`src/common/hub_defines.svh`:
```
`ifndef HUB_DEFINES_SVH
`define HUB_DEFINES_SVH

`define HUB_CLK_PERIOD_NS      4
`define HUB_RESET_DET_NS       2500
`define HUB_RESET_DET_CYC      ((`HUB_RESET_DET_NS + `HUB_CLK_PERIOD_NS - 1) / `HUB_CLK_PERIOD_NS)
`define HUB_DEV_CHIRP_US       1000
`define HUB_DEV_CHIRP_CYC      ((`HUB_DEV_CHIRP_US * 1000 + `HUB_CLK_PERIOD_NS - 1) / `HUB_CLK_PERIOD_NS)
`define HUB_HOST_CHIRP_MIN_NS  2500
`define HUB_HOST_CHIRP_MIN_CYC ((`HUB_HOST_CHIRP_MIN_NS + `HUB_CLK_PERIOD_NS - 1) / `HUB_CLK_PERIOD_NS)
`define HUB_HOST_WAIT_US       1000
`define HUB_HOST_WAIT_CYC      ((`HUB_HOST_WAIT_US * 1000) / `HUB_CLK_PERIOD_NS)
`define HUB_HOST_CHIRP_EDGES   6

`define HUB_SPI_READ_CMD       8'h03
`define HUB_SPI_START_ADDR     8'h00
`define HUB_SPI_HDR_BITS       16
`define HUB_SPI_HALF_CYC       4
`define HUB_CFG_BYTES          7
`define HUB_CFG_VID_MSB        55
`define HUB_CFG_PID_MSB        39
`define HUB_CFG_DID_MSB        23
`define HUB_CFG_OPT_MSB        7

`define HUB_ADDR_RST           7'h00
`define HUB_CFG_RST            8'h00
`define HUB_ALT_RST            8'h00
`define HUB_ALT_MULTI          8'h01

`define HUB_PID_OUT            4'h1
`define HUB_PID_IN             4'h9
`define HUB_PID_SETUP          4'hD

`endif

```
`src/common/hub_pkg.sv`:
```
package hub_pkg;

  typedef enum logic [6:0] {
    ST_LOAD       = 7'h01,
    ST_NOVBUS     = 7'h02,
    ST_WAIT_RESET = 7'h04,
    ST_CHIRP      = 7'h08,
    ST_HOST_CHIRP = 7'h10,
    ST_FULL       = 7'h20,
    ST_HIGH       = 7'h40
  } attach_state_e;

  typedef enum logic [2:0] {
    LD_IDLE  = 3'h1,
    LD_SHIFT = 3'h2,
    LD_DONE  = 3'h4
  } loader_state_e;

  typedef enum logic [1:0] {
    TOK_NONE  = 2'h0,
    TOK_OUT   = 2'h1,
    TOK_IN    = 2'h2,
    TOK_SETUP = 2'h3
  } token_kind_e;

endpackage

```
`src/logic/cfg_eeprom_loader.sv`:
```
`timescale 1ns/1ns
`include "hub_defines.svh"

module cfg_eeprom_loader #(
  parameter int CFG_BYTES = `HUB_CFG_BYTES,
  parameter int HALF_CYC  = `HUB_SPI_HALF_CYC
) (
  input  wire logic                   i_clock,
  input  wire logic                   i_arst_n,
  input  wire logic                   i_clk_en,
  input  wire logic                   i_spi_miso,
  output logic                        o_spi_sck,
  output logic                        o_spi_cs_n,
  output logic                        o_spi_mosi,
  output logic                        o_load_done,
  output logic [CFG_BYTES*8-1:0]      o_cfg_bytes
);
  localparam int TOTAL = `HUB_SPI_HDR_BITS + CFG_BYTES * 8;
  localparam int CW    = $clog2(TOTAL + 1);
  localparam int DW    = $clog2(HALF_CYC + 1);

  hub_pkg::loader_state_e state_q, state_d;
  logic [DW-1:0]          div_q, div_d;
  logic [CW-1:0]          bit_q, bit_d;
  logic                   sck_q, sck_d, cs_n_q, cs_n_d, done_q, done_d, tick;
  logic [15:0]            hdr_q, hdr_d;
  logic [CFG_BYTES*8-1:0] data_q, data_d;

  always_comb begin
    state_d = state_q;
    bit_d   = bit_q;
    sck_d   = sck_q;
    cs_n_d  = cs_n_q;
    hdr_d   = hdr_q;
    data_d  = data_q;
    done_d  = done_q;
    tick    = (div_q == DW'(HALF_CYC - 1));
    div_d   = tick ? '0 : div_q + DW'(1);
    case (state_q)
      hub_pkg::LD_IDLE: begin
        cs_n_d  = 1'b0;
        hdr_d   = {`HUB_SPI_READ_CMD, `HUB_SPI_START_ADDR};
        div_d   = '0;
        state_d = hub_pkg::LD_SHIFT;
      end
      hub_pkg::LD_SHIFT: begin
        if (tick && !sck_q) begin
          sck_d = 1'b1;
          if (bit_q >= CW'(`HUB_SPI_HDR_BITS)) begin
            data_d = {data_q[CFG_BYTES*8-2:0], i_spi_miso};
          end
        end else if (tick) begin
          sck_d = 1'b0;
          hdr_d = {hdr_q[14:0], 1'b0};
          if (bit_q == CW'(TOTAL - 1)) begin
            cs_n_d  = 1'b1;
            done_d  = 1'b1;
            state_d = hub_pkg::LD_DONE;
          end else begin
            bit_d = bit_q + CW'(1);
          end
        end
      end
      hub_pkg::LD_DONE: div_d = '0;
      default: state_d = hub_pkg::LD_IDLE;
    endcase
  end

  always_ff @(posedge i_clock or negedge i_arst_n) begin
    if (!i_arst_n) begin
      state_q <= hub_pkg::LD_IDLE;
      div_q   <= '0;
      bit_q   <= '0;
      sck_q   <= 1'b0;
      cs_n_q  <= 1'b1;
      hdr_q   <= '0;
      data_q  <= '0;
      done_q  <= 1'b0;
    end else if (i_clk_en) begin
      state_q <= state_d;
      div_q   <= div_d;
      bit_q   <= bit_d;
      sck_q   <= sck_d;
      cs_n_q  <= cs_n_d;
      hdr_q   <= hdr_d;
      data_q  <= data_d;
      done_q  <= done_d;
    end
  end

  assign o_spi_sck   = sck_q;
  assign o_spi_cs_n  = cs_n_q;
  assign o_spi_mosi  = hdr_q[15];
  assign o_load_done = done_q;
  assign o_cfg_bytes = data_q;
endmodule

```
`src/logic/port_router.sv`:
```
`timescale 1ns/1ns

module port_router #(
  parameter int PORTS = 4
) (
  input  wire logic             i_clock,
  input  wire logic             i_arst_n,
  input  wire logic             i_clk_en,
  input  wire logic             i_hs_mode,
  input  wire logic             i_multi,
  input  wire logic             i_configured,
  input  wire logic             i_packet_boundary,
  input  wire logic [PORTS-1:0] i_port_hs,
  input  wire logic [PORTS-1:0] i_port_fsls,
  input  wire logic [PORTS-1:0] i_target,
  output logic      [PORTS-1:0] o_via_repeater,
  output logic      [PORTS-1:0] o_via_translator,
  output logic      [PORTS-1:0] o_fsls_deliver,
  output logic                  o_dedicated
);
  logic [PORTS-1:0] rep_q, rep_d, xl_q, xl_d, dlv_q, dlv_d;
  logic             ded_q, ded_d, any_fsls_target;

  always_comb begin
    any_fsls_target = |(i_target & i_port_fsls);
    ded_d           = i_packet_boundary ? (i_hs_mode & i_multi) : ded_q;
  end

  for (genvar p = 0; p < PORTS; p++) begin : g_port
    always_comb begin
      rep_d[p] = rep_q[p];
      xl_d[p]  = xl_q[p];
      dlv_d[p] = dlv_q[p];
      // Switching mid-packet would truncate it on one side
      if (i_packet_boundary) begin
        // Same-speed only: high speed when hub is, otherwise everything legacy
        rep_d[p] = i_configured & (i_hs_mode ? i_port_hs[p] : (i_port_hs[p] | i_port_fsls[p]));
        xl_d[p]  = i_configured & i_hs_mode & i_port_fsls[p] & ~i_port_hs[p];
        dlv_d[p] = xl_d[p] & (i_multi ? i_target[p] : any_fsls_target);
      end
    end
  end

  always_ff @(posedge i_clock or negedge i_arst_n) begin
    if (!i_arst_n) begin
      rep_q <= '0;
      xl_q  <= '0;
      dlv_q <= '0;
      ded_q <= 1'b0;
    end else if (i_clk_en) begin
      rep_q <= rep_d;
      xl_q  <= xl_d;
      dlv_q <= dlv_d;
      ded_q <= ded_d;
    end
  end

  assign o_via_repeater   = rep_q;
  assign o_via_translator = xl_q;
  assign o_fsls_deliver   = dlv_q;
  assign o_dedicated      = ded_q;
endmodule

```
`src/logic/hub_attach.sv`:
```
`timescale 1ns/1ns
`include "hub_defines.svh"

// What this block does
// - Read configuration bytes from serial EEPROM before any upstream attach.
// - After load and with bus power present, enable D+ pull-up, await reset.
// - During upstream bus reset, drive a device chirp announcing high speed.
// - On host answering chirp, enter high speed and drop the D+ pull-up.
// - Without an answering chirp, stay a full-speed legacy hub.
// - Every bus reset clears address and sets configuration value to zero.
// - Host sets address and configuration; ports and routing work only once configured.
// - Start single-translator; alternate setting 1 selects multi-translator mode.
// - Multi-translator mode serves each full-speed port independently.
// - Single-translator traffic to any slow port goes to all slow ports.
// - High-speed hub routes full- and low-speed ports through a translator.
// - High-speed ports on high-speed hub use only the repeater.
// - Full-speed upstream runs every downstream device at legacy speed.
// - Repeater joins only same-speed ports, both speed classes supported.
// - Repeater connectivity changes only on packet boundaries.
// - Repeater enters and leaves suspend orderly, forwards remote wakeup.
// - Token type decoding and address matching done without hub control.
// - Clocks come from the on-chip PLL; EEPROM load runs before lock, attach waits for lock.
// - Ports held at SE0 and unpowered until the hub is configured.
module hub_attach #(
  parameter int PORTS              = 4,
  parameter int RESET_DET_CYC      = `HUB_RESET_DET_CYC,
  parameter int DEV_CHIRP_CYC      = `HUB_DEV_CHIRP_CYC,
  parameter int HOST_CHIRP_MIN_CYC = `HUB_HOST_CHIRP_MIN_CYC,
  parameter int HOST_WAIT_CYC      = `HUB_HOST_WAIT_CYC,
  parameter int HOST_CHIRP_EDGES   = `HUB_HOST_CHIRP_EDGES
) (
  input  wire logic             i_clock,
  input  wire logic             i_arst_n,
  input  wire logic             i_clk_en,
  input  wire logic             i_pll_locked,
  input  wire logic             i_upstream_vbus_sense,
  input  wire logic             i_line_se0,
  input  wire logic             i_line_j,
  input  wire logic             i_line_k,
  input  wire logic             i_spi_miso,
  output logic                  o_spi_sck,
  output logic                  o_spi_cs_n,
  output logic                  o_spi_mosi,
  output logic                  o_cfg_loaded,
  output logic [15:0]           o_vendor_id,
  output logic [15:0]           o_product_id,
  output logic [15:0]           o_device_id,
  output logic [7:0]            o_cfg_options,
  output logic                  o_pullup_en,
  output logic                  o_chirp_k,
  output logic                  o_hs_mode,
  output logic                  o_bus_reset,
  input  wire logic             i_set_address_valid,
  input  wire logic [6:0]       i_set_address,
  input  wire logic             i_set_config_valid,
  input  wire logic [7:0]       i_set_config,
  input  wire logic             i_set_interface_valid,
  input  wire logic [7:0]       i_set_alt,
  output logic [6:0]            o_address,
  output logic [7:0]            o_config_value,
  output logic                  o_configured,
  output logic                  o_multi_translator,
  input  wire logic             i_token_valid,
  input  wire logic [3:0]       i_token_pid,
  input  wire logic [6:0]       i_token_addr,
  output logic                  o_token_match,
  output logic [1:0]            o_token_kind,
  input  wire logic             i_bus_idle_long,
  input  wire logic             i_upstream_resume,
  input  wire logic             i_downstream_wakeup,
  output logic                  o_repeater_suspend,
  output logic                  o_wakeup_upstream,
  input  wire logic [PORTS-1:0] i_port_hs,
  input  wire logic [PORTS-1:0] i_port_fsls,
  input  wire logic [PORTS-1:0] i_target,
  input  wire logic             i_packet_boundary,
  output logic      [PORTS-1:0] o_port_se0,
  output logic                  o_ports_unpowered,
  output logic      [PORTS-1:0] o_via_repeater,
  output logic      [PORTS-1:0] o_via_translator,
  output logic      [PORTS-1:0] o_fsls_deliver,
  output logic                  o_dedicated_translators
);
  localparam int TW = 20;

  logic [`HUB_CFG_BYTES*8-1:0] cfg_bytes;

  cfg_eeprom_loader #(
    .CFG_BYTES (`HUB_CFG_BYTES),
    .HALF_CYC  (`HUB_SPI_HALF_CYC)
  ) u_loader (
    .i_clock     (i_clock),
    .i_arst_n    (i_arst_n),
    .i_clk_en    (i_clk_en),
    .i_spi_miso  (i_spi_miso),
    .o_spi_sck   (o_spi_sck),
    .o_spi_cs_n  (o_spi_cs_n),
    .o_spi_mosi  (o_spi_mosi),
    .o_load_done (o_cfg_loaded),
    .o_cfg_bytes (cfg_bytes)
  );

  // First byte read lands in the top byte
  assign o_vendor_id   = cfg_bytes[`HUB_CFG_VID_MSB -: 16];
  assign o_product_id  = cfg_bytes[`HUB_CFG_PID_MSB -: 16];
  assign o_device_id   = cfg_bytes[`HUB_CFG_DID_MSB -: 16];
  assign o_cfg_options = cfg_bytes[`HUB_CFG_OPT_MSB -: 8];

  // Attach and speed negotiation
  hub_pkg::attach_state_e state_q, state_d;
  logic [TW-1:0] timer_q, timer_d, se0_q, se0_d, run_q, run_d;
  logic [3:0]    edges_q, edges_d;
  logic          pullup_q, pullup_d, chirp_q, chirp_d, hs_q, hs_d, brst_q, brst_d;
  logic          reset_evt, line_ok, operational;

  always_comb begin
    state_d   = state_q;
    timer_d   = timer_q;
    run_d     = run_q;
    edges_d   = edges_q;
    se0_d     = '0;
    reset_evt = 1'b0;
    line_ok   = edges_q[0] ? i_line_j : i_line_k;
    case (state_q)
      hub_pkg::ST_LOAD: begin
        if (o_cfg_loaded && i_pll_locked) begin
          state_d = hub_pkg::ST_NOVBUS;
        end
      end
      hub_pkg::ST_NOVBUS: begin
        if (i_upstream_vbus_sense) begin
          state_d = hub_pkg::ST_WAIT_RESET;
        end
      end
      hub_pkg::ST_WAIT_RESET, hub_pkg::ST_FULL, hub_pkg::ST_HIGH: begin
        se0_d = i_line_se0 ? se0_q + TW'(1) : '0;
        if (i_line_se0 && se0_q == TW'(RESET_DET_CYC - 1)) begin
          reset_evt = 1'b1;
          se0_d     = '0;
          timer_d   = '0;
          state_d   = hub_pkg::ST_CHIRP;
        end
      end
      hub_pkg::ST_CHIRP: begin
        timer_d = timer_q + TW'(1);
        if (timer_q == TW'(DEV_CHIRP_CYC - 1)) begin
          timer_d = '0;
          run_d   = '0;
          edges_d = '0;
          state_d = hub_pkg::ST_HOST_CHIRP;
        end
      end
      hub_pkg::ST_HOST_CHIRP: begin
        timer_d = timer_q + TW'(1);
        // Glitches shorter than the least chirp time restart the count
        run_d = line_ok ? run_q + TW'(1) : '0;
        if (line_ok && run_q == TW'(HOST_CHIRP_MIN_CYC - 1)) begin
          run_d   = '0;
          edges_d = edges_q + 4'h1;
        end
        if (edges_d == 4'(HOST_CHIRP_EDGES)) begin
          state_d = hub_pkg::ST_HIGH;
        end else if (timer_q == TW'(HOST_WAIT_CYC - 1)) begin
          state_d = hub_pkg::ST_FULL;
        end
      end
      default: state_d = hub_pkg::ST_LOAD;
    endcase
    if (!i_upstream_vbus_sense && state_q != hub_pkg::ST_LOAD) begin
      state_d = hub_pkg::ST_NOVBUS;
    end
    pullup_d = (state_d == hub_pkg::ST_WAIT_RESET) || (state_d == hub_pkg::ST_CHIRP)
             || (state_d == hub_pkg::ST_HOST_CHIRP) || (state_d == hub_pkg::ST_FULL);
    chirp_d  = (state_d == hub_pkg::ST_CHIRP);
    hs_d     = (state_d == hub_pkg::ST_HIGH);
    brst_d   = reset_evt;
  end

  always_ff @(posedge i_clock or negedge i_arst_n) begin
    if (!i_arst_n) begin
      state_q  <= hub_pkg::ST_LOAD;
      timer_q  <= '0;
      se0_q    <= '0;
      run_q    <= '0;
      edges_q  <= '0;
      pullup_q <= 1'b0;
      chirp_q  <= 1'b0;
      hs_q     <= 1'b0;
      brst_q   <= 1'b0;
    end else if (i_clk_en) begin
      state_q  <= state_d;
      timer_q  <= timer_d;
      se0_q    <= se0_d;
      run_q    <= run_d;
      edges_q  <= edges_d;
      pullup_q <= pullup_d;
      chirp_q  <= chirp_d;
      hs_q     <= hs_d;
      brst_q   <= brst_d;
    end
  end

  assign o_pullup_en = pullup_q;
  assign o_chirp_k   = chirp_q;
  assign o_hs_mode   = hs_q;
  assign o_bus_reset = brst_q;
  assign operational = (state_q == hub_pkg::ST_FULL) || (state_q == hub_pkg::ST_HIGH);

  // Enumeration state
  logic [6:0]       addr_q, addr_d;
  logic [7:0]       cfg_q, cfg_d, alt_q, alt_d;
  logic             conf_q, conf_d, multi_q, multi_d, unpw_q, unpw_d;
  logic [PORTS-1:0] se0p_q, se0p_d;

  always_comb begin
    addr_d = addr_q;
    cfg_d  = cfg_q;
    alt_d  = alt_q;
    if (operational && i_set_address_valid) begin
      addr_d = i_set_address;
    end
    if (operational && i_set_config_valid) begin
      cfg_d = i_set_config;
    end
    if (hs_q && conf_q && i_set_interface_valid) begin
      alt_d = i_set_alt;
    end
    // Reset beats a request in the same cycle
    if (reset_evt || state_d == hub_pkg::ST_NOVBUS) begin
      addr_d = `HUB_ADDR_RST;
      cfg_d  = `HUB_CFG_RST;
      alt_d  = `HUB_ALT_RST;
    end
    conf_d  = (cfg_d != `HUB_CFG_RST);
    multi_d = hs_d && conf_d && (alt_d == `HUB_ALT_MULTI);
    se0p_d  = {PORTS{~conf_d}};
    unpw_d  = ~conf_d;
  end

  always_ff @(posedge i_clock or negedge i_arst_n) begin
    if (!i_arst_n) begin
      addr_q  <= `HUB_ADDR_RST;
      cfg_q   <= `HUB_CFG_RST;
      alt_q   <= `HUB_ALT_RST;
      conf_q  <= 1'b0;
      multi_q <= 1'b0;
      se0p_q  <= '1;
      unpw_q  <= 1'b1;
    end else if (i_clk_en) begin
      addr_q  <= addr_d;
      cfg_q   <= cfg_d;
      alt_q   <= alt_d;
      conf_q  <= conf_d;
      multi_q <= multi_d;
      se0p_q  <= se0p_d;
      unpw_q  <= unpw_d;
    end
  end

  assign o_address          = addr_q;
  assign o_config_value     = cfg_q;
  assign o_configured       = conf_q;
  assign o_multi_translator = multi_q;
  assign o_port_se0         = se0p_q;
  assign o_ports_unpowered  = unpw_q;

  // Token decode and address match, suspend tracking
  hub_pkg::token_kind_e kind_q, kind_d;
  logic                 match_q, match_d, susp_q, susp_d, wake_q, wake_d;

  always_comb begin
    case (i_token_pid)
      `HUB_PID_OUT:   kind_d = hub_pkg::TOK_OUT;
      `HUB_PID_IN:    kind_d = hub_pkg::TOK_IN;
      `HUB_PID_SETUP: kind_d = hub_pkg::TOK_SETUP;
      default:        kind_d = hub_pkg::TOK_NONE;
    endcase
    match_d = i_token_valid && operational && (i_token_addr == addr_q)
            && (kind_d != hub_pkg::TOK_NONE);
    susp_d  = susp_q;
    wake_d  = 1'b0;
    if (!susp_q && operational && i_bus_idle_long) begin
      susp_d = 1'b1;
    end else if (susp_q && (i_upstream_resume || i_downstream_wakeup || !operational)) begin
      susp_d = 1'b0;
      wake_d = i_downstream_wakeup && !i_upstream_resume;
    end
  end

  always_ff @(posedge i_clock or negedge i_arst_n) begin
    if (!i_arst_n) begin
      kind_q  <= hub_pkg::TOK_NONE;
      match_q <= 1'b0;
      susp_q  <= 1'b0;
      wake_q  <= 1'b0;
    end else if (i_clk_en) begin
      kind_q  <= kind_d;
      match_q <= match_d;
      susp_q  <= susp_d;
      wake_q  <= wake_d;
    end
  end

  assign o_token_kind       = kind_q;
  assign o_token_match      = match_q;
  assign o_repeater_suspend = susp_q;
  assign o_wakeup_upstream  = wake_q;

  port_router #(
    .PORTS (PORTS)
  ) u_router (
    .i_clock           (i_clock),
    .i_arst_n          (i_arst_n),
    .i_clk_en          (i_clk_en),
    .i_hs_mode         (hs_q),
    .i_multi           (multi_q),
    .i_configured      (conf_q),
    .i_packet_boundary (i_packet_boundary),
    .i_port_hs         (i_port_hs),
    .i_port_fsls       (i_port_fsls),
    .i_target          (i_target),
    .o_via_repeater    (o_via_repeater),
    .o_via_translator  (o_via_translator),
    .o_fsls_deliver    (o_fsls_deliver),
    .o_dedicated       (o_dedicated_translators)
  );
endmodule

```
`config.mk`:
```
export PLATFORM = sky130hd
export DESIGN_NAME = hub_attach
export DESIGN_NICKNAME = d
export VERILOG_FILES = /design/src/common/hub_pkg.sv /design/src/logic/cfg_eeprom_loader.sv /design/src/logic/port_router.sv /design/src/logic/hub_attach.sv
export VERILOG_INCLUDE_DIRS = /design/src /design/src/common
export SDC_FILE = /design/constraint.sdc
export NUM_CORES = 1
export LEC_CHECK = 0
export BUFFER_PORTS_ARGS = -buffer_cell sky130_fd_sc_hd__buf_4
export CAP_MARGIN = 10
export CORE_AREA = 5 5 243 150
export CTS_CLUSTER_SIZE = 30
export DETAILED_ROUTE_END_ITERATION = 6
export DIE_AREA = 0 0 248 155
export SYNTH_ARGS = -nofsm -noshare
export SYNTH_HDL_FRONTEND = slang
export SYNTH_HIERARCHICAL = 1
export SYNTH_SLANG_ARGS = --single-unit
export TNS_END_PERCENT = 1
```
`constraint.sdc`:
```
create_clock -name i_clock -period 3 [get_ports i_clock]
set_input_delay 0.6 -clock i_clock [delete_from_list [all_inputs] [get_ports i_clock]]
set_output_delay 0.6 -clock i_clock [all_outputs]
set_load 0.05 [all_outputs]
```
After elaboration in Yosys (flattened, before gate mapping)
Index checks and enable logic that the tools add are counted.
{"block": "op_classes", "reduce_logical": 53, "n_bitwise": 31, "n_eq_ne": 33, "n_mux": 59, "addsub": 6, "n_div": 0, "shift": 0, "magnitude_cmp": 1, "multipliers": 0}
{"cell": "20-bit 2-to-1 mux", "n": 8}
{"cell": "7-bit 2-to-1 mux", "n": 9}
{"cell": "20-bit by 1-bit adder with 20-bit output (second input constant)", "n": 3}
{"cell": "20-bit one-hot mux with 3 select lines", "n": 1}
{"cell": "20-bit by 10-bit equality test with 1-bit output (second input constant)", "n": 2}
{"cell": "20-bit one-hot mux with 2 select lines", "n": 1}
{"cell": "7-bit one-hot mux with 5 select lines", "n": 1}
{"cell": "16-bit 2-to-1 mux", "n": 2}
{"cell": "8-bit 2-to-1 mux", "n": 4}
{"cell": "16-bit one-hot mux with 2 select lines", "n": 1}
{"cell": "7-bit equality test (second input constant)", "n": 3}
{"cell": "20-bit by 18-bit equality test with 1-bit output (second input constant)", "n": 1}
{"cell": "1-bit 2-to-1 mux", "n": 20}
{"cell": "5-bit AND reduction", "n": 4}
{"cell": "1-bit AND", "n": 18}
{"cell": "1-bit logical AND", "n": 18}
{"cell": "3-bit 2-to-1 mux", "n": 5}
{"cell": "7-bit by 2-bit equality test with 1-bit output (second input constant)", "n": 2}
{"cell": "7-bit by 3-bit equality test with 1-bit output (second input constant)", "n": 2}
{"cell": "7-bit by 4-bit equality test with 1-bit output (second input constant)", "n": 2}
{"cell": "7-bit by 5-bit equality test with 1-bit output (second input constant)", "n": 2}
{"cell": "7-bit by 6-bit equality test with 1-bit output (second input constant)", "n": 2}
{"cell": "4-bit 2-to-1 mux", "n": 3}
{"cell": "2-bit nonzero test", "n": 6}
{"cell": "other kinds (33)", "n": 63}
{"block": "word_totals", "output_inout_bits": 104, "mem_count": 0, "latch_bits": 0, "elab_cells": 215, "mem_bits_ro": 0, "in_bits": 63, "ramBits": 0, "reg_bits": 208}

Longest topological paths before layout
Gate-level depths: netlist (run 1).
{"block": "depth", "word_depth": 14, "depth_mapped": 10, "ltp_nobuf": 9}

Cells and area by module
The synthesis (run 1) kept the hierarchy.
{"mod": "hub_attach", "instances": 1, "area_each_um2": 5641.7, "cells_each": 609, "seq_area_each_um2": 2655.0}
{"mod": "cfg_eeprom_loader", "instances": 1, "area_each_um2": 3175.5, "cells_each": 214, "seq_area_each_um2": 2004.4}
{"mod": "port_router", "instances": 1, "area_each_um2": 579.3, "cells_each": 60, "seq_area_each_um2": 325.3}

Least setup slack after synthesis (run 1)
Ideal clock, no wire load.
{"block": "synth_path", "path_type": "reg2reg", "startpoint": "register run_q[17]", "endpoint": "register state_q[5] (netlist name)", "t_arrival_ns": 2.250, "slack_ns": 0.613, "setup_ns": 0.136, "synth_period_minus_slack_ns": 2.387, "path_buffers": 0, "required_time_ns": 2.864, "path_stages_with_launch": 8, "path_cell_list": "dfrtp_1 > or4_4 > or2_1 > o41ai_1 > o32ai_1 > o311a_1 > a31oi_1 > o21ai_0"}
{"element": "from (decl)", "line_no": "hub_attach.sv:111", "source": "logic [TW-1:0] timer_q, timer_d, se0_q, se0_d, run_q, run_d;"}
{"element": "from (signal assigned)", "line_no": "hub_attach.sv:194", "source": "run_q <= run_d;"}

==> results.sh, run 1 <==
export IMPL_busiest_layer="met1"
export IMPL_rr_endpoint="timer_q[7]$_DFFE_PN0P_"
export IMPL_root_buffer="clkbuf_16"
export IMPL_drtAntennaViolNets=0
export IMPL_power_leakage_nw=5.590
export IMPL_finalPower_mw=6.039
export IMPL_met3_usage_pct=2.747
export IMPL_worstPathMaxFanout=7
export IMPL_dp_final_hpwl_um=18990
export IMPL_drive_gt1_share_pct=23.33
export IMPL_vias_per_cell=4.917
export IMPL_fin_crit_sh_pct=96.43
export IMPL_yosys_area_top_type="dfrtp_1"
export IMPL_worstSkewPairLatency_ns=0.45
export IMPL_grt_usage_pct=13.27
export IMPL_core_mm2=0.03428
export IMPL_slowest_stage="nor4_1"
export IMPL_rr_worst_depth=7
export IMPL_cts_setup_buffers=0
export IMPL_path_delay_family="simple AND/OR/NAND/NOR gates"
export IMPL_ir_drop_uv=381.8
export IMPL_hold_path_class="in -> async"
export IMPL_slowest_delay_ns=0.54
export IMPL_ys_seq_area_share_pct=53.05
export IMPL_grt_antenna_before_repair=0
export IMPL_slew_violations=0
export IMPL_met1_usage_pct=19.69
export IMPL_dr_pass1_iters=5
export IMPL_grt_max_degree=80
export IMPL_cts_sinks=199
export IMPL_fin_tns_setup_ns=0
export IMPL_fmax_ghz=0.3457
export IMPL_cts_hold_buf=0
export IMPL_nNetsFinal=1122
export IMPL_cts_repair_resized=0
export IMPL_synth_seq_cells=199
export IMPL_synthesis_instances=883
export IMPL_cts_buffers=17
export IMPL_synth_distinct_cells=69
export IMPL_worstPathArrival_ns=3.25
export IMPL_critPathBufInv=0
export IMPL_wl_per_cell_um=16.75
export IMPL_synthTopCellsByArea="dfrtp_1, mux2_1, o21ai_0, a22o_1, nand2_1"
export IMPL_drt_iter0_drc=641
export IMPL_syn_area_mm2=0.009397
export IMPL_synth_top_flop_cell="dfrtp_1"
export IMPL_die_area_mm2=0.03844
export IMPL_syn_nets=955
export IMPL_slew_headroom_pct=27.96
export IMPL_outcome="finished, final reports clean"
export IMPL_path_cells="nor4_1 -> o211ai_1 -> nor3_2 -> o21ai_1 -> nor2_1 -> nand4_1 -> o21ai_0"
export IMPL_cts_buffer_depth=2
export IMPL_io_pins=167
export IMPL_avgSynthCellArea_um2=10.64
export IMPL_drv_cap=0
export IMPL_tightestPinTransition_ns=1.081
export IMPL_cp_endpoint="timer_q[7]$_DFFE_PN0P_"
export IMPL_ctsHtreeMaxLevel=4
export IMPL_grt_setup_unrepaired="no"
export IMPL_die_x_um=248
export IMPL_fin_util_pct=34.61
export IMPL_ff2ff_setup_slack_ns=0.11
export IMPL_timing_hold_ws_ns=0.2103
export IMPL_grt_use_met2_pct=19.44
export IMPL_drt_wl_total_um=25630
export IMPL_clkTransAtPathRegs_ns=0.09
export IMPL_synth_top_area_share_pct=51.93
export IMPL_die_y_um=155
export IMPL_synth_edf_count=0
export IMPL_vias=7523
export IMPL_nFillCells=3458
export IMPL_hold_viol=0
export IMPL_grt_remaining_overflow=0
export IMPL_place_port_buffers=166
export IMPL_p_per_area_mw_per_mm2=508.9
export IMPL_diodes=0
export IMPL_skew_ns=0.01966
export IMPL_crit_required_ns=3.35
export IMPL_grt_pass1_vias=7109
export IMPL_finalSetupViolations=0
export IMPL_path_depth=7
export IMPL_startpoint_type="flop"
export IMPL_grt_pass1_wl_um=40630
export IMPL_path_class="reg -> reg"
export IMPL_drc=0
export IMPL_cts_tree="yes"
export IMPL_r2r_start="state_q[1]$_DFFE_PN0P_"
export IMPL_worst_setup_path_end_kind="flop"
export IMPL_cp_startpoint="state_q[1]$_DFFE_PN0P_"
export IMPL_period_needed_ns=2.893
export IMPL_finalWeightedCongestion=0.8459
export IMPL_synthArstFlopShare_pct=100.0
export IMPL_initial_core_util_pct=27.41
export IMPL_synthToLayoutAreaGrowth_pct=26.29
export IMPL_row_count=53
export IMPL_yosysWarnings=6
[area by class of cell]
cell class | instances | area [µm²] | area share (%)
Sequential cell | 199 | 4985 | 42.01
Multi-Input combinational cell | 632 | 4168 | 35.12
Timing Repair Buffer | 181 | 1403 | 11.82
Tap cell | 467 | 584.3 | 4.924
Clock buffer | 19 | 452.9 | 3.817
Clock inverter | 13 | 202.7 | 1.708
Inverter | 19 | 71.32 | 0.6010
[flip-flops by register name (all words and copies together) (netlist names), 8 cells and up]
| name | flops |
|---|---|
| se0_q | 20 |
| run_q | 20 |
| u_loader/o_cfg_bytes | 56 |
| o_config_value | 8 |
| alt_q | 8 |
| timer_q | 20 |
| u_loader/hdr_q | 8 |
[per-layer routing]
metal | share of wire, % | vias to the layer above
li1 | - | 3552
met1 | 48 | 3757
met2 | 45 | 188
met3 | 4.9 | 26
met4 | 1.8 | 0
met5 | 0 | -
[worst register-to-register path: stages (launching register included)]
cell and delay [ns]:
dfrtp_1 0.42, nor4_1 0.54, o211ai_1 0.33, nor3_2 0.53, o21ai_1 0.22, nor2_1 0.44
nand4_1 0.15, o21ai_0 0.17
[where the power goes]
part / internal (mW) / switching (mW)
clock: 1.40 / 1.14
combinational: 0.252 / 0.391
sequential: 2.76 / 0.0892
[Yosys cell counts, drive strengths merged (4+ instances only)]
cell    count
dfrtp     195
nand2      74
nor2       74
o21ai      71
mux2       61
nand3      37
a22o       32
nand4      27
xor2       26
a21oi      24
inv        18
xnor2      18
and3       17
clkbuf     17
nor3       17
buf        16
nor4       15
nor2b      13
nand2b     11
a31oi       9
ha          9
nor4b       9
o31ai       9
a21o        7
and2        7
o21a        7
o41ai       7
dfstp       4
o211ai      4
or3         4
[worst min-delay path by stage]
stage	from	depth (start not counted)	slack, ns	endpoint
after floorplan	i_arst_n	0	0.30	alt_q[0]$_DFFE_PN0P_
after global placement	u_loader/hdr_q[8]$_DFFE_PN0P_	1	0.47	u_loader/hdr_q[8]$_DFFE_PN0P_
after detailed placement	u_loader/hdr_q[8]$_DFFE_PN0P_	1	0.47	u_loader/hdr_q[8]$_DFFE_PN0P_
after CTS	i_arst_n	1	0.22	o_config_value[7]$_DFFE_PN0P_
after global routing	i_arst_n	1	0.25	timer_q[5]$_DFFE_PN0P_
final	i_arst_n	1	0.21	run_q[13]$_DFFE_PN0P_
[logic make-up after synthesis]
group | count (synthesis) | synth area share (%)
and+or+nand+nor | 326 | 18.15
DFF | 199 | 53.05
AOI/OAI and AO/OA | 190 | 13.32
muxes | 63 | 7.523
buffers and inverters | 52 | 2.663
xor gates and xnor gates | 44 | 4.101
adders and majority gates | 9 | 1.198
[per-stage QoR]
| step | area, µm² | cells | setup WS, ns |
|---|---|---|---|
| 5_1_grt | 11870 | 1530 | 0.005975 |
| 4_1_cts | 11870 | 1530 | 0.2042 |
| 6_report | 11870 | 1530 | 0.1070 |
| 3_5_place_dp | 11210 | 1498 | 0.2449 |
| 2_1_floorplan | 9397 | 883 | 0.6135 |
| 3_3_place_gp | 11210 | 1498 | 0.3125 |
[layout by cell type, fill, tap and decap left out, types with 21 or more instances in the layout]
cell type	synthesis	final
dfrtp_1	195	195
mux2_2	21	21
nand3_1	36	36
xor2_1	26	26
buf_4	5	177
nand2_1	74	74
nand4_1	27	27
mux2_1	40	40
a21oi_1	24	24
o21ai_0	68	68
nor2_1	74	74
a22o_1	32	32
Note: power is estimated with default switching activity, not from simulation.
==> inputs of run 2 (changes only) <==
- SETUP_SLACK_MARGIN: default -> 0.5
==> run 2 against run 1 <==
Compared with the run above:
- clock power barely moved
- core utilization grew 0.38 points
- critical path depth unchanged
- first-iteration DRC count shrank 3.7%
- non-clock buffer count rose by 4
- wire length up 0.74%
- largest power group unchanged
- sequential power is essentially flat
- sequential share of layout area shrank 0.46 points
- flip-flop and latch count unchanged
- combinational power increased by 2%
- count of clock-buffer cells in the layout stayed put
- design area is 1.1% higher
==> results.sh, run 2 (synthesis results as in run 1) <==
export IMPL_die_area_mm2=0.03844
export IMPL_largest_reg_flops=56
export IMPL_grt_max_degree=80
export IMPL_io_pins=167
export IMPL_met1Wirelength_um=12550
export IMPL_grt_usage_pct=13.30
export IMPL_diodes=0
export IMPL_grt_pass1_vias=7127
export IMPL_power_frac_seq_pct=47.2
export IMPL_path_cells="or4_4 -> or2_4 -> nor4_4 -> o32ai_2 -> o311a_1 -> a31oi_1 -> a31oi_1"
export IMPL_hold_path_class="in -> async"
export IMPL_drive_gt1_share_pct=25.21
export IMPL_route_met2_wl_um=11550
export IMPL_root_buffer="clkbuf_16"
export IMPL_top_layer_used="met4"
export IMPL_drtAntennaViolNets=0
export IMPL_slew_headroom_pct=46.51
export IMPL_cp_endpoint="o_pullup_en$_DFFE_PN0P_"
export IMPL_path_class="reg -> reg"
export IMPL_cts_buffers=17
export IMPL_place_inst=1498
export IMPL_worst_setup_path_end_kind="flop"
export IMPL_grt_antenna_before_repair=0
export IMPL_rr_worst_depth=7
export IMPL_slowest_stage="or4_4"
export IMPL_cts_sinks=199
export IMPL_final_common_cell="dfrtp_1"
export IMPL_slew_violations=0
export IMPL_internal_power_mw=4.428
export IMPL_crit_required_ns=3.32
export IMPL_grt_remaining_overflow=0
export IMPL_dr_wl_met3_um=1245
export IMPL_outcome="finished, final reports clean"
export IMPL_comb_power_share_pct=10.8
export IMPL_ctsHtreeMaxLevel=4
export IMPL_row_count=53
export IMPL_startpoint_type="flop"
export IMPL_drt_wl_total_um=25820
export IMPL_ff2ff_setup_slack_ns=0.47
export IMPL_finalSetupViolations=0
export IMPL_post_place_ws_ns=0.2449
export IMPL_die_y_um=155
export IMPL_switching_power_mw=1.627
export IMPL_cts_tree="yes"
export IMPL_die_x_um=248
export IMPL_drc=0
export IMPL_cpMostUsedCell="a31oi_1"
export IMPL_fin_cells=1534
export IMPL_nNetsFinal=1126
export IMPL_dp_final_hpwl_um=18990
export IMPL_grt_pass1_wl_um=40770
export IMPL_period_needed_ns=2.531
export IMPL_hold_viol=0
export IMPL_cts_buffer_depth=2
export IMPL_worstPathMaxFanout=5
export IMPL_swShare_pct=26.87
export IMPL_skew_ns=0.01939
export IMPL_ir_drop_uv=381.1
export IMPL_finalWeightedCongestion=0.8459
export IMPL_dr_pass1_iters=5
export IMPL_initial_core_util_pct=27.41
export IMPL_vias=7582
export IMPL_layout_common_cells="dfrtp_1, buf_4, nand2_1, nor2_1, o21ai_0"
export IMPL_drt_iter0_drc=617
export IMPL_slowest_delay_ns=0.57
export IMPL_core_mm2=0.03428
export IMPL_worstPathArrival_ns=2.85
export IMPL_fmax_ghz=0.3952
export IMPL_rr_endpoint="o_pullup_en$_DFFE_PN0P_"
export IMPL_power_leakage_nw=5.634
export IMPL_place_port_buffers=166
export IMPL_drv_cap=0
export IMPL_r2r_start="run_q[17]$_DFFE_PN0P_"
export IMPL_clkTransAtPathRegs_ns=0.09
export IMPL_p_per_area_mw_per_mm2=504.7
export IMPL_fin_crit_sh_pct=84.35
export IMPL_pwr_share_clk_pct=42.0
export IMPL_setup_slack_ns=0.4694
export IMPL_fin_tns_setup_ns=0
export IMPL_wl_per_cell_um=16.83
export IMPL_synthToLayoutAreaGrowth_pct=27.68
export IMPL_vias_per_cell=4.943
export IMPL_cp_startpoint="run_q[17]$_DFFE_PN0P_"
export IMPL_worstSkewPairLatency_ns=0.45
export IMPL_grt_setup_unrepaired="yes"
export IMPL_tightestPinTransition_ns=0.7962
run 2: cell type report:
| type | count | area, µm² |
|---|---|---|
| clock inverters | 13 | 202.7 |
| multi-input cells | 632 | 4269 |
| repair buffers | 185 | 1433 |
| flip-flops and latches | 199 | 4985 |
| well taps | 467 | 584.3 |
| clock buffers | 19 | 452.9 |
| inverters | 19 | 71.32 |
| fillers | 3451 | 22290 |
run 2: power groups by stage:
stage | logic [mW] | clock network [mW] | registers, mW
2_1_floorplan | 0.330 | 0 | 2.93
3_3_place_gp | 0.640 | 0 | 2.90
3_5_place_dp | 0.642 | 0 | 2.91
4_1_cts | 0.650 | 2.63 | 2.85
5_1_grt | 0.720 | 2.73 | 2.87
6_report | 0.655 | 2.54 | 2.86
run 2: worst max-delay path, delay by kind of cell, from the launching register on:
family | cells | cell delay [ns]
simple gates | 3 | 1.19
flops | 1 | 0.42
compound gates | 4 | 0.80
run 2: per-layer routing:
| metal | track usage [%] | vias to the layer above |
|---|---|---|
| met3 | 2.747 | 26 |
| met2 | 19.45 | 185 |
| met4 | 4.092 | 0 |
| met5 | 0 | - |
| li1 | - | 3563 |
| met1 | 19.76 | 3808 |
run 2: how the worst min path moves through the flow:
stage / cells after the start / from / to
2_1_floorplan: 0 / i_arst_n / alt_q[0]$_DFFE_PN0P_
5_1_grt: 1 / i_arst_n / o_chirp_k$_DFFE_PN0P_
3_5_place_dp: 1 / u_loader/hdr_q[8]$_DFFE_PN0P_ / u_loader/hdr_q[8]$_DFFE_PN0P_
6_report: 1 / i_arst_n / o_chirp_k$_DFFE_PN0P_
4_1_cts: 1 / i_arst_n / o_config_value[7]$_DFFE_PN0P_
3_3_place_gp: 1 / u_loader/hdr_q[8]$_DFFE_PN0P_ / u_loader/hdr_q[8]$_DFFE_PN0P_
run 2: timing repair:
item / 4_1_cts / 5_1_grt
setup buffers: 0 / 4
hold buffers: 0 / 0
setup endpoints to repair: 74 / 63
gates resized for setup: 7 / 13
pin swaps: 0 / 8
run 2: stage by stage:
stage                     util [%]  hold WS [ns]  instance area, µm²  power [mW]
after floorplan                  -        0.3044                9397       3.262
after detailed placement     32.70        0.4712               11210       3.549
final                        35.00        0.1883               12000       6.055
after global routing         35.00        0.2315               12000       6.322
after CTS                    34.72        0.2236               11900       6.131
after global placement       32.70        0.4674               11210       3.543
